===== src/hdl/fabt_pkg.sv =====
// Constants, register map and carrier types of the fault, alert and balance timer block
package fabt_pkg;

  // ----------------------------------------------------------------
  // Clock and timing
  // ----------------------------------------------------------------
  localparam longint CLK_HZ        = 40_000_000;
  localparam longint OT_HOLD_US    = 200;
  localparam int     OT_HOLD_DFLT  = int'((OT_HOLD_US * CLK_HZ + 64'd999_999) / 64'd1_000_000);
  localparam int     SEC_DFLT      = int'(CLK_HZ);
  localparam logic [5:0] SEC_PER_MIN = 6'h3c;

  // ----------------------------------------------------------------
  // Register offsets (byte addresses)
  // ----------------------------------------------------------------
  localparam logic [7:0] OFS_DEV_STAT  = 8'h00;
  localparam logic [7:0] OFS_FLT_STAT  = 8'h04;
  localparam logic [7:0] OFS_ALR_STAT  = 8'h08;
  localparam logic [7:0] OFS_BAL_CTRL  = 8'h0c;
  localparam logic [7:0] OFS_BAL_TIME  = 8'h10;
  localparam logic [7:0] OFS_IO_CTRL   = 8'h14;

  // ----------------------------------------------------------------
  // Field positions
  // ----------------------------------------------------------------
  localparam int DS_FAULT   = 0;
  localparam int DS_ALERT   = 1;
  localparam int DS_CBT     = 2;
  localparam int FS_MEMERR  = 0;
  localparam int FS_FORCE   = 1;
  localparam int FS_POR     = 2;
  localparam int FS_CRC     = 3;
  localparam int FS_UV      = 4;
  localparam int FS_OV      = 5;
  localparam int AS_ADDR    = 0;
  localparam int AS_PARITY  = 1;
  localparam int AS_ECCCOR  = 2;
  localparam int AS_FORCE   = 3;
  localparam int AS_TSD     = 4;
  localparam int AS_SLEEP   = 5;
  localparam int AS_OT2     = 6;
  localparam int AS_OT1     = 7;
  localparam int BC_MINUTES = 7;
  localparam int IO_SLEEP   = 0;

  // ----------------------------------------------------------------
  // Reset values and masks
  // ----------------------------------------------------------------
  localparam logic [5:0] FLT_RST      = 6'h04;
  localparam logic [5:0] FLT_PIN_MASK = 6'h37;
  localparam logic [7:0] ALR_RST      = 8'h00;
  localparam logic [7:0] BAL_RST      = 8'h00;
  localparam logic [7:0] TIME_RST     = 8'h00;

  // ----------------------------------------------------------------
  // Carriers
  // ----------------------------------------------------------------
  typedef struct packed {
    logic mem_uncorr;
    logic crc_fail;
    logic undervoltage_flag;
    logic overvoltage_flag;
    logic address_invalid_flag;
    logic parity_err;
    logic memory_corrected_flag;
    logic thermal_shutdown_flag;
    logic overtemp_one_flag;
    logic overtemp_two_flag;
  } fabt_evt_t;

  typedef struct packed {
    logic      fault_north;
    logic      alert_north;
    logic      host_sel;
    fabt_evt_t evt;
  } fabt_pins_t;

endpackage : fabt_pkg


===== src/hdl/fabt_core.sv =====
// Fault and alert aggregation, daisy chain and cell balance safety timer
`timescale 1ns/1ps
module fabt_core
  import fabt_pkg::*;
#(
  parameter int OT_HOLD_CYC = OT_HOLD_DFLT,
  parameter int CYC_PER_SEC = SEC_DFLT
)
(
  input  wire logic        MCLK,
  input  wire logic        NRST,
  input  wire logic [7:0]  ADR_I,
  input  wire logic [31:0] DAT_I,
  output logic      [31:0] DAT_O,
  input  wire logic        WE_I,
  input  wire logic [3:0]  SEL_I,
  input  wire logic        CYC_I,
  input  wire logic        STB_I,
  output logic             ACK_O,
  input  wire fabt_pins_t  PINS,
  output logic             FAULT_S,
  output logic             FAULT_H,
  output logic             ALERT_S,
  output logic             ALERT_H,
  output logic      [5:0]  CB_O
);

  // ----------------------------------------------------------------
  // Input synchronisers
  // ----------------------------------------------------------------
  fabt_pins_t meta_ff;
  fabt_pins_t pin_ff;

  // Two stages for every pin input
  always_ff @(posedge MCLK)
    if (!NRST)
    begin
      meta_ff <= '0;
      pin_ff  <= '0;
    end
    else
    begin
      meta_ff <= PINS;
      pin_ff  <= meta_ff;
    end

  // ----------------------------------------------------------------
  // Bus slave
  // ----------------------------------------------------------------
  logic       ack_ff;
  logic [7:0] rd_data;
  logic       wr_en;
  logic       wr_flt;
  logic       wr_alr;
  logic       wr_bal;
  logic       wr_time;
  logic       wr_io;
  logic [7:0] wd;

  logic [5:0] flt_ff;
  logic [7:0] alr_ff;
  logic [7:0] bal_ff;
  logic [7:0] per_ff;
  logic       sleep_ff;
  logic       run_ff;

  // Write strobe for one register
  function automatic logic hit(input logic [7:0] adr, input logic [7:0] ofs);
    hit = (adr == ofs);
  endfunction : hit

  // Write lands on the edge where the master sees ack
  assign wr_en   = CYC_I && STB_I && WE_I && ack_ff && SEL_I[0];
  assign wd      = DAT_I[7:0];
  assign wr_flt  = wr_en && hit(ADR_I, OFS_FLT_STAT);
  assign wr_alr  = wr_en && hit(ADR_I, OFS_ALR_STAT);
  assign wr_bal  = wr_en && hit(ADR_I, OFS_BAL_CTRL);
  assign wr_time = wr_en && hit(ADR_I, OFS_BAL_TIME);
  assign wr_io   = wr_en && hit(ADR_I, OFS_IO_CTRL);

  // Read mux; unmapped reads zero
  always_comb
  begin
    rd_data = 8'h00;
    case (ADR_I)
      OFS_DEV_STAT: rd_data = {5'h00, run_ff, |alr_ff, |flt_ff};
      OFS_FLT_STAT: rd_data = {2'h0, flt_ff};
      OFS_ALR_STAT: rd_data = alr_ff;
      OFS_BAL_CTRL: rd_data = bal_ff;
      OFS_BAL_TIME: rd_data = per_ff;
      OFS_IO_CTRL:  rd_data = {7'h00, sleep_ff};
      default:      rd_data = 8'h00;
    endcase
  end

  // One wait state, ack for one cycle
  always_ff @(posedge MCLK)
    if (!NRST)
    begin
      ack_ff <= 1'b0;
      DAT_O  <= 32'h0000_0000;
    end
    else
    begin
      ack_ff <= CYC_I && STB_I && !ack_ff;
      if (CYC_I && STB_I && !ack_ff)
        DAT_O <= {24'h00_0000, rd_data};
    end
  assign ACK_O = ack_ff;

  // ----------------------------------------------------------------
  // Sleep control and overtemp hold-off
  // ----------------------------------------------------------------
  logic [15:0] hold_ff;
  logic        ot_en;

  // Sleep bit, written by software
  always_ff @(posedge MCLK)
    if (!NRST)
      sleep_ff <= 1'b0;
    else if (wr_io)
      sleep_ff <= wd[IO_SLEEP];

  // Comparators masked in sleep and for a while after exit
  always_ff @(posedge MCLK)
    if (!NRST)
      hold_ff <= 16'h0000;
    else if (wr_io && sleep_ff && !wd[IO_SLEEP])
      hold_ff <= 16'(OT_HOLD_CYC);
    else if (hold_ff != 16'h0000)
      hold_ff <= hold_ff - 16'h0001;
  assign ot_en = !sleep_ff && (hold_ff == 16'h0000);

  // ----------------------------------------------------------------
  // Fault and alert status
  // ----------------------------------------------------------------
  logic [5:0] flt_set;
  logic [7:0] alr_set;
  logic [5:0] flt_clr;
  logic [7:0] alr_clr;
  fabt_evt_t  ev;

  assign ev = pin_ff.evt;

  // Set sources: pin events, and the sleep alert on a bus write that changes the sleep bit
  always_comb
  begin
    flt_set            = 6'h00;
    flt_set[FS_MEMERR] = ev.mem_uncorr;
    flt_set[FS_CRC]    = ev.crc_fail;
    flt_set[FS_UV]     = ev.undervoltage_flag;
    flt_set[FS_OV]     = ev.overvoltage_flag;
    alr_set            = 8'h00;
    alr_set[AS_ADDR]   = ev.address_invalid_flag;
    alr_set[AS_PARITY] = ev.parity_err;
    alr_set[AS_ECCCOR] = ev.memory_corrected_flag;
    alr_set[AS_TSD]    = ev.thermal_shutdown_flag;
    alr_set[AS_SLEEP]  = wr_io && (wd[IO_SLEEP] != sleep_ff);
    alr_set[AS_OT2]    = ev.overtemp_two_flag && ot_en;
    alr_set[AS_OT1]    = ev.overtemp_one_flag && ot_en;
  end

  // Write one to clear, only from the bus
  assign flt_clr = wr_flt ? wd[5:0] : 6'h00;
  assign alr_clr = wr_alr ? wd : 8'h00;

  // Latched fault flags; set beats clear; force written directly
  always_ff @(posedge MCLK)
    if (!NRST)
      flt_ff <= FLT_RST;
    else
    begin
      flt_ff <= (flt_ff & ~flt_clr) | flt_set;
      if (wr_flt)
        flt_ff[FS_FORCE] <= wd[FS_FORCE];
    end

  // Latched alert flags; set beats clear; force written directly
  always_ff @(posedge MCLK)
    if (!NRST)
      alr_ff <= ALR_RST;
    else
    begin
      alr_ff <= (alr_ff & ~alr_clr) | alr_set;
      if (wr_alr)
        alr_ff[AS_FORCE] <= wd[AS_FORCE];
    end

  // ----------------------------------------------------------------
  // Chain outputs
  // ----------------------------------------------------------------
  logic flt_out;
  logic alr_out;

  assign flt_out = pin_ff.fault_north || |(flt_ff & FLT_PIN_MASK);
  assign alr_out = pin_ff.alert_north || |alr_ff;

  // Active high, steered by host select
  always_ff @(posedge MCLK)
    if (!NRST)
    begin
      FAULT_S <= 1'b0;
      FAULT_H <= 1'b0;
      ALERT_S <= 1'b0;
      ALERT_H <= 1'b0;
    end
    else
    begin
      FAULT_S <= flt_out && pin_ff.host_sel;
      FAULT_H <= flt_out && !pin_ff.host_sel;
      ALERT_S <= alr_out && pin_ff.host_sel;
      ALERT_H <= alr_out && !pin_ff.host_sel;
    end

  // ----------------------------------------------------------------
  // Balance control and safety timer
  // ----------------------------------------------------------------
  logic [31:0] sec_ff;
  logic [5:0]  min_ff;
  logic [7:0]  cnt_ff;
  logic        sec_tick;
  logic        unit_tick;
  logic        start;
  logic        stop;
  logic        expire;

  // Control and period registers
  always_ff @(posedge MCLK)
    if (!NRST)
    begin
      bal_ff <= BAL_RST;
      per_ff <= TIME_RST;
    end
    else
    begin
      if (wr_bal)
        bal_ff <= wd;
      if (wr_time)
        per_ff <= wd;
    end

  assign start  = wr_bal && (bal_ff[5:0] == 6'h00) && (wd[5:0] != 6'h00);
  assign stop   = wr_bal && (wd[5:0] == 6'h00);
  assign sec_tick  = (sec_ff == 32'(CYC_PER_SEC - 1));
  assign unit_tick = sec_tick && (!bal_ff[BC_MINUTES] || (min_ff == SEC_PER_MIN - 6'h01));
  assign expire = run_ff && ((per_ff == 8'h00) || (unit_tick && (cnt_ff + 8'h01 >= per_ff)));

  // Seconds and minutes prescalers, restarted with the timer
  always_ff @(posedge MCLK)
    if (!NRST || start || !run_ff)
    begin
      sec_ff <= 32'h0000_0000;
      min_ff <= 6'h00;
    end
    else if (sec_tick)
    begin
      sec_ff <= 32'h0000_0000;
      min_ff <= unit_tick ? 6'h00 : min_ff + 6'h01;
    end
    else
      sec_ff <= sec_ff + 32'h0000_0001;

  // Elapsed units and running flag
  always_ff @(posedge MCLK)
    if (!NRST)
    begin
      run_ff <= 1'b0;
      cnt_ff <= 8'h00;
    end
    else if (start)
    begin
      run_ff <= 1'b1;
      cnt_ff <= 8'h00;
    end
    else if (stop || expire)
    begin
      run_ff <= 1'b0;
      cnt_ff <= 8'h00;
    end
    else if (run_ff && unit_tick)
      cnt_ff <= cnt_ff + 8'h01;

  // Outputs mirror control bits while timer permits
  always_ff @(posedge MCLK)
    if (!NRST)
      CB_O <= 6'h00;
    else
      CB_O <= (run_ff && !expire && per_ff != 8'h00) ? bal_ff[5:0] : 6'h00;
endmodule : fabt_core


===== config.mk =====
export PLATFORM = sky130hd
export DESIGN_NAME = fabt_core
export DESIGN_NICKNAME = d
export VERILOG_FILES = /design/src/hdl/fabt_pkg.sv /design/src/hdl/fabt_core.sv
export SDC_FILE = /design/constraint.sdc
export NUM_CORES = 1
export LEC_CHECK = 0
export ABC_AREA = 1
export CAP_MARGIN = 10
export CORE_MARGIN = 3
export CORE_UTILIZATION = 57
export DETAILED_ROUTE_END_ITERATION = 8
export DONT_BUFFER_PORTS = 1
export MAX_ROUTING_LAYER = met4
export PLACE_DENSITY = 0.74
export SLEW_MARGIN = 20
export SYNTH_ARGS = -nofsm -noshare
export SYNTH_HDL_FRONTEND = slang
export SYNTH_SLANG_ARGS = --single-unit

===== constraint.sdc =====
create_clock -name MCLK -period 2.15 [get_ports MCLK]
set_input_delay 0.3225 -clock MCLK [delete_from_list [all_inputs] [get_ports MCLK]]
set_output_delay 0.3225 -clock MCLK [all_outputs]
set_load 0.005 [all_outputs]

After elaboration in Yosys (flattened, before gate mapping)
Index checks and enable logic that the tools add are counted.

Add/subtract/negate cells: 4. Multipliers: 0. Divide/modulo/power cells: 0. Magnitude comparators: 1. Eq/ne operators: 8. Shift-type cells: 0. Multiplexer cells: 10. Bitwise operators: 7. Reduce and logical (&&, ||, !) cells: 61.

Operators by type and width (number): 8-bit case mux with 6 select lines (1); 32-bit by 1-bit adder with 32-bit output (second input constant) (1); 32-bit by 26-bit equality test with 1-bit output (second input constant) (1); 1-bit logical AND (29); 13-bit 2-to-1 mux (2); 8-bit by 4-bit equality test with 1-bit output (second input constant) (2); 8-bit by 5-bit equality test with 1-bit output (second input constant) (2); 16-bit logical NOT (1); 8-bit logical NOT (2); 16-bit nonzero test (1); 16-bit by 1-bit subtractor with 16-bit output (second input constant) (1); 6-bit logical NOT (2); 6-bit 2-to-1 mux (2); 8-bit by 1-bit adder with 8-bit output (second input constant) (1); 8-bit bitwise AND (1); 8-bit by 3-bit equality test with 1-bit output (second input constant) (1); 8-bit greater-or-equal comparator (1); 1-bit logical NOT (8); 8-bit 2-to-1 mux (1); 8-bit inverter (1); 8-bit bitwise OR (1); 8-bit nonzero test (1); 8-bit OR reduction (1); 1-bit logical OR (7); other kinds (15) (20).

Register bits after elaboration: 139. Bits in latches: 0. Bits in writable memories: 0. Memory bits (read-only): 0. Bits of input ports: 62. Output and inout port bits: 43. Logic and storage cells: 135. Memories kept: 0.

Logic depth before layout (Yosys ltp)
Word-level depth: 10. Gate-level depth with buffers: 17. Mapped depth without buffers: 17.

Least setup slack after synthesis
Ideal clock, no wire load.

Path kind: reg2reg. Start point: register cnt_ff[2]. End point: register cnt_ff[0]. Library setup time: 0.116 ns. Arrival time: 1.933 ns. Required time: 2.034 ns. Path slack: 0.102 ns. Cell stages (with the launch flop): 17. Clock period less this slack: 2.048 ns. Cells stage by stage: dfxtp_1 nand2_1 nor2_1 nand4_1 nor2_1 nand2_1 nand2_1 inv_1 ha_1 nand2_1 o21a_1 nand2_1 nand3_1 nand2_1 nand2_1 nand2_2 nor2_1.

Cells in the longest elaborated chain, start to end: 7.

Ends and longest elaborated chain: start, declared (RTL line fabt_core.sv:220) `logic [7:0] cnt_ff;`; start signal, assigned (RTL line fabt_core.sv:281) `cnt_ff <= cnt_ff + 8'h01;`; 8-bit by 1-bit adder with 8-bit output (RTL line fabt_core.sv:246) `assign expire = run_ff && ((per_ff == 8'h00) || (unit_tick && (cnt_ff + 8'h01 >= per_ff)));`; 8-bit greater-or-equal comparator (RTL line fabt_core.sv:246); 1-bit logical AND (RTL line fabt_core.sv:246); 1-bit logical OR (RTL line fabt_core.sv:246); 1-bit logical AND (RTL line fabt_core.sv:246); 1-bit logical OR (RTL line fabt_core.sv:275) `else if (stop || expire)`; 3-bit OR reduction (no line).

Every way passes these cells. A chain may end at the register's enable or synchronous reset.

Final worst setup path
Start point: register cnt_ff[1]. End point: register cnt_ff[6].

Cells in the longest elaborated chain, start to end: 7.

Ends and longest elaborated chain (RTL line): 8-bit by 1-bit adder with 8-bit output (*) (fabt_core.sv:246, fabt_core.sv:281); 8-bit greater-or-equal comparator (fabt_core.sv:246); 1-bit logical AND (fabt_core.sv:246); 1-bit logical OR (fabt_core.sv:246); 1-bit logical AND (fabt_core.sv:246); 1-bit logical OR (fabt_core.sv:275); 3-bit OR reduction (no line).

Every way passes the cells marked *; elsewhere a longest branch is shown, timed or not.

==> flow_summary.toml <==
[timing]
drv_slew = 0
layout_worst_path_cycle_share_pct = 96.8
slew-limit-headroom_pct = 54.2
whs_ns = 0.00862
rsz0062_at_grt = "yes"
setup_tns_ns = 0
fmax_mhz = 480
worstMarginPinSlew_ns = 0.685
period_needed_ns = 2.08
fin_skew_ns = 0.00816
finalHoldViolations = 0
setup_viol = 0

[worst_setup_path]
path_max_fanout = 8
cp_data_required_time_ns = 2.46
critPathLaunch = "cnt_ff[1]$_SDFFE_PP0P_"
crit_path_start_kind = "flop"
end_kind = "flop"
r2r-start = "cnt_ff[1]$_SDFFE_PP0P_"
criticalPathCategory = "reg -> reg"
arrival_ns = 2.39

[clock_tree]
clk_pin_slew_ns = 0.06
h-tree-depth = 4
clkSinkCount = 139
cts_tree = "built"
clk_latency_ns = 0.42
cts-root-buf = "clkbuf_16"
clockBufferDepth = 2
cts_buffers = 17

[grt]
grt.total_usage_pct = 24.9
grt_overflow_total = 0
antenna_found_initial = 0
first_global_vias = 5617
grt_pass1_wl_um = 25600
grt_max_degree = 35

[placement]
globalplace.congestion = 0.924
dpl.cell_count = 1104
portBuffers = 0
dp_hpwl_um = 10800

[pwr]
irDropWorstVdd_uv = 1000
p_leak_uw = 0.00319
power.density_nw_per_um2 = 902
pwr-share-clk_pct = 43.3
internal_power_uw = 5060
switchingPower_uw = 1920
pwr-share-seq_pct = 40.9
combPwrFrac_pct = 15.8
p_sw_share_pct = 27.5

[final_layout]
final-seq-area_um2 = 2790
multi_input_area_um2 = 3330
diodes = 0
area_growth_pct = 15.2
finish.utilization_pct = 67.5
fillers = 1008
nets = 1070
drive_above_1_share_pct = 10.5
stdcell_count = 1152

[route]
via_per_inst = 5.26
vias = 6055
ant_nets = 0
drtPass1Iterations = 7
drc = 0
drt_wl_total_um = 15500
drt_iter0_markers = 421
wl_per_cell_um = 13.5

[min_path]
hold_class = "in -> reg"
hp-start = "PINS[11]"

[synth]
syn_inst = 963
ys_seq_elements = 139
synth_edf_count = 0
yosys_warnings = 0
syn_area_um2 = 6720
ys_types = 37
synth-main-ff-cell = "dfxtp_1"
ys_seq_area_share_pct = 41.4
async_flop_share_pct = 0
syn_area_per_cell_um2 = 6.98

[floorplanning]
coreArea_um2 = 11500
initial_core_util_pct = 58.6
io_pins = 105
die_width_um = 115
die_h_um = 115
rows = 39
dieArea_um2 = 13100

[job]
drv_cap = 0

[outcome]
status = "completed"
## kinds of logic after synthesis
family / count (synthesis) / synth area share (%)
AO/OA/AOI/OAI: 111 / 8.77
XOR/XNOR: 29 / 3.78
adder cells (fa/ha/maj): 12 / 2.23
buffers and inverters: 182 / 11.8
flip-flops: 139 / 41.4
other: 1 / 0.0558
AND/OR/NAND/NOR: 489 / 31.9
## power by group through the flow
stage / Sequential [uW] / Combinational, uW / Clock [uW]
floorplan: 2880 / 933 / 0
global placement: 2920 / 1040 / 0
detailed placement: 2910 / 1060 / 0
CTS: 2860 / 1100 / 3070
global route: 2880 / 1280 / 3190
finish: 2860 / 1100 / 3020
## layout make-up
type | instances | share of cell area [%]
inverters | 141 | 6.83
multi-input cells | 665 | 43.0
repair buffers | 32 | 3.80
clock inverters | 12 | 2.08
well taps | 143 | 2.31
flip-flops and latches | 139 | 36.1
clock buffers | 20 | 5.90
## cell usage after synthesis (2+ instances only)
cell type / n / share of area, %
xor2_1: 25 / 3.3
or2_2: 6 / 0.56
nor3_1: 26 / 1.9
nand3_1: 47 / 3.5
clkbuf_1: 12 / 0.67
nand2_1: 212 / 12
o21ai_2: 5 / 0.65
a211oi_1: 2 / 0.22
nor2_1: 141 / 7.9
xnor2_1: 4 / 0.52
ha_1: 12 / 2.2
inv_1: 135 / 7.5
nand2_2: 5 / 0.47
nor4_1: 10 / 0.93
nor2_4: 2 / 0.34
nand4_1: 25 / 2.3
a21oi_1: 63 / 4.7
o21ai_0: 37 / 2.8
buf_4: 28 / 3.1
inv_2: 5 / 0.28
nand3b_1: 5 / 0.56
nand3_2: 2 / 0.30
nor2_2: 2 / 0.19
dfxtp_1: 139 / 41
## per-layer routing
| metal | routed length [um] | global-route usage, % | vias to the layer above |
|---|---|---|---|
| li1 | - | - | 3070 |
| met1 | 6750 | 31.0 | 2719 |
| met2 | 7330 | 39.5 | 237 |
| met3 | 1130 | 6.24 | 29 |
| met4 | 297 | 8.55 | 0 |
| met5 | 0 | - | - |
## final timing paths
| check | slack, ns | end | cells past startpoint |
|---|---|---|---|
| max | 0.07 | cnt_ff[6]$_SDFFE_PP0P_ | 17 |
| min reg2reg | 0.41 | alr_set[2]$_SDFF_PN0_ | 2 |
| max reg2reg | 0.07 | cnt_ff[6]$_SDFFE_PP0P_ | 17 |
| min | 0.009 | meta_ff[11]$_SDFF_PN0_ | 2 |
## placed cells by master, fill, tap and decap left out, drive strengths merged
master / n
nand3: 50
nor4: 10
inv: 143
nor3b: 1
clkinv: 4
nand3b: 5
ha: 12
a21oi: 63
o21a: 1
clkinvlp: 3
nor2: 146
dfxtp: 139
buf: 17
nand4: 26
a31o: 1
xnor2: 4
xor2: 25
o21ai: 42
bufinv: 3
a31oi: 1
and3: 1
a211oi: 2
conb: 24
dlygate4sd3: 15
clkbuf: 20
nor3: 26
nand2: 218
o21bai: 1
or2: 6
## timing repair
item	4_1_cts	5_1_grt
hold buffers	15	0
setup endpoints to repair	14	16
setup buffers	1	0
resized for setup	3	31
pin swaps	2	15
hold endpoints to repair	18	0
## worst max-delay path, stage by stage, from the launching register on
cell and delay, ns:
dfxtp_4 0.37, nand2_4 0.05, nor2_4 0.10, nand4_1 0.13, nor2_1 0.13, nand2_1 0.06, nand2_2 0.08, inv_2 0.04
ha_4 0.26, nand2_2 0.05, nor2_1 0.10, nand2_1 0.06, nand2_1 0.07, nand3_2 0.09, nand2_2 0.09, nand2_2 0.06
nand2_4 0.15, nor2_1 0.06
## state kept, by name (all words and copies together), names as in the netlist, named ones only
name and count:
sec_ff 32, hold_ff 16, meta_ff 13, DAT_O 8, bal_ff 8, cnt_ff 8, per_ff 8, alr_ff 7
CB_O 6, ev 6, min_ff 6, flt_ff 5, alr_set 4, pin_ff 3, ACK_O 1, ALERT_H 1
ALERT_S 1, FAULT_H 1, FAULT_S 1, run_ff 1, sleep_ff 1
## per-stage QoR
step	power, uW	cell area (um^2)	setup WS, ns
after floorplan	3820	6810	0.102
after global placement	3960	6850	-0.0139
after detailed placement	3980	6850	-0.0649
after CTS	7030	7640	0.0232
after global routing	7350	7740	-0.104
final	6990	7740	0.0687
(Power assumes the default switching activity.)
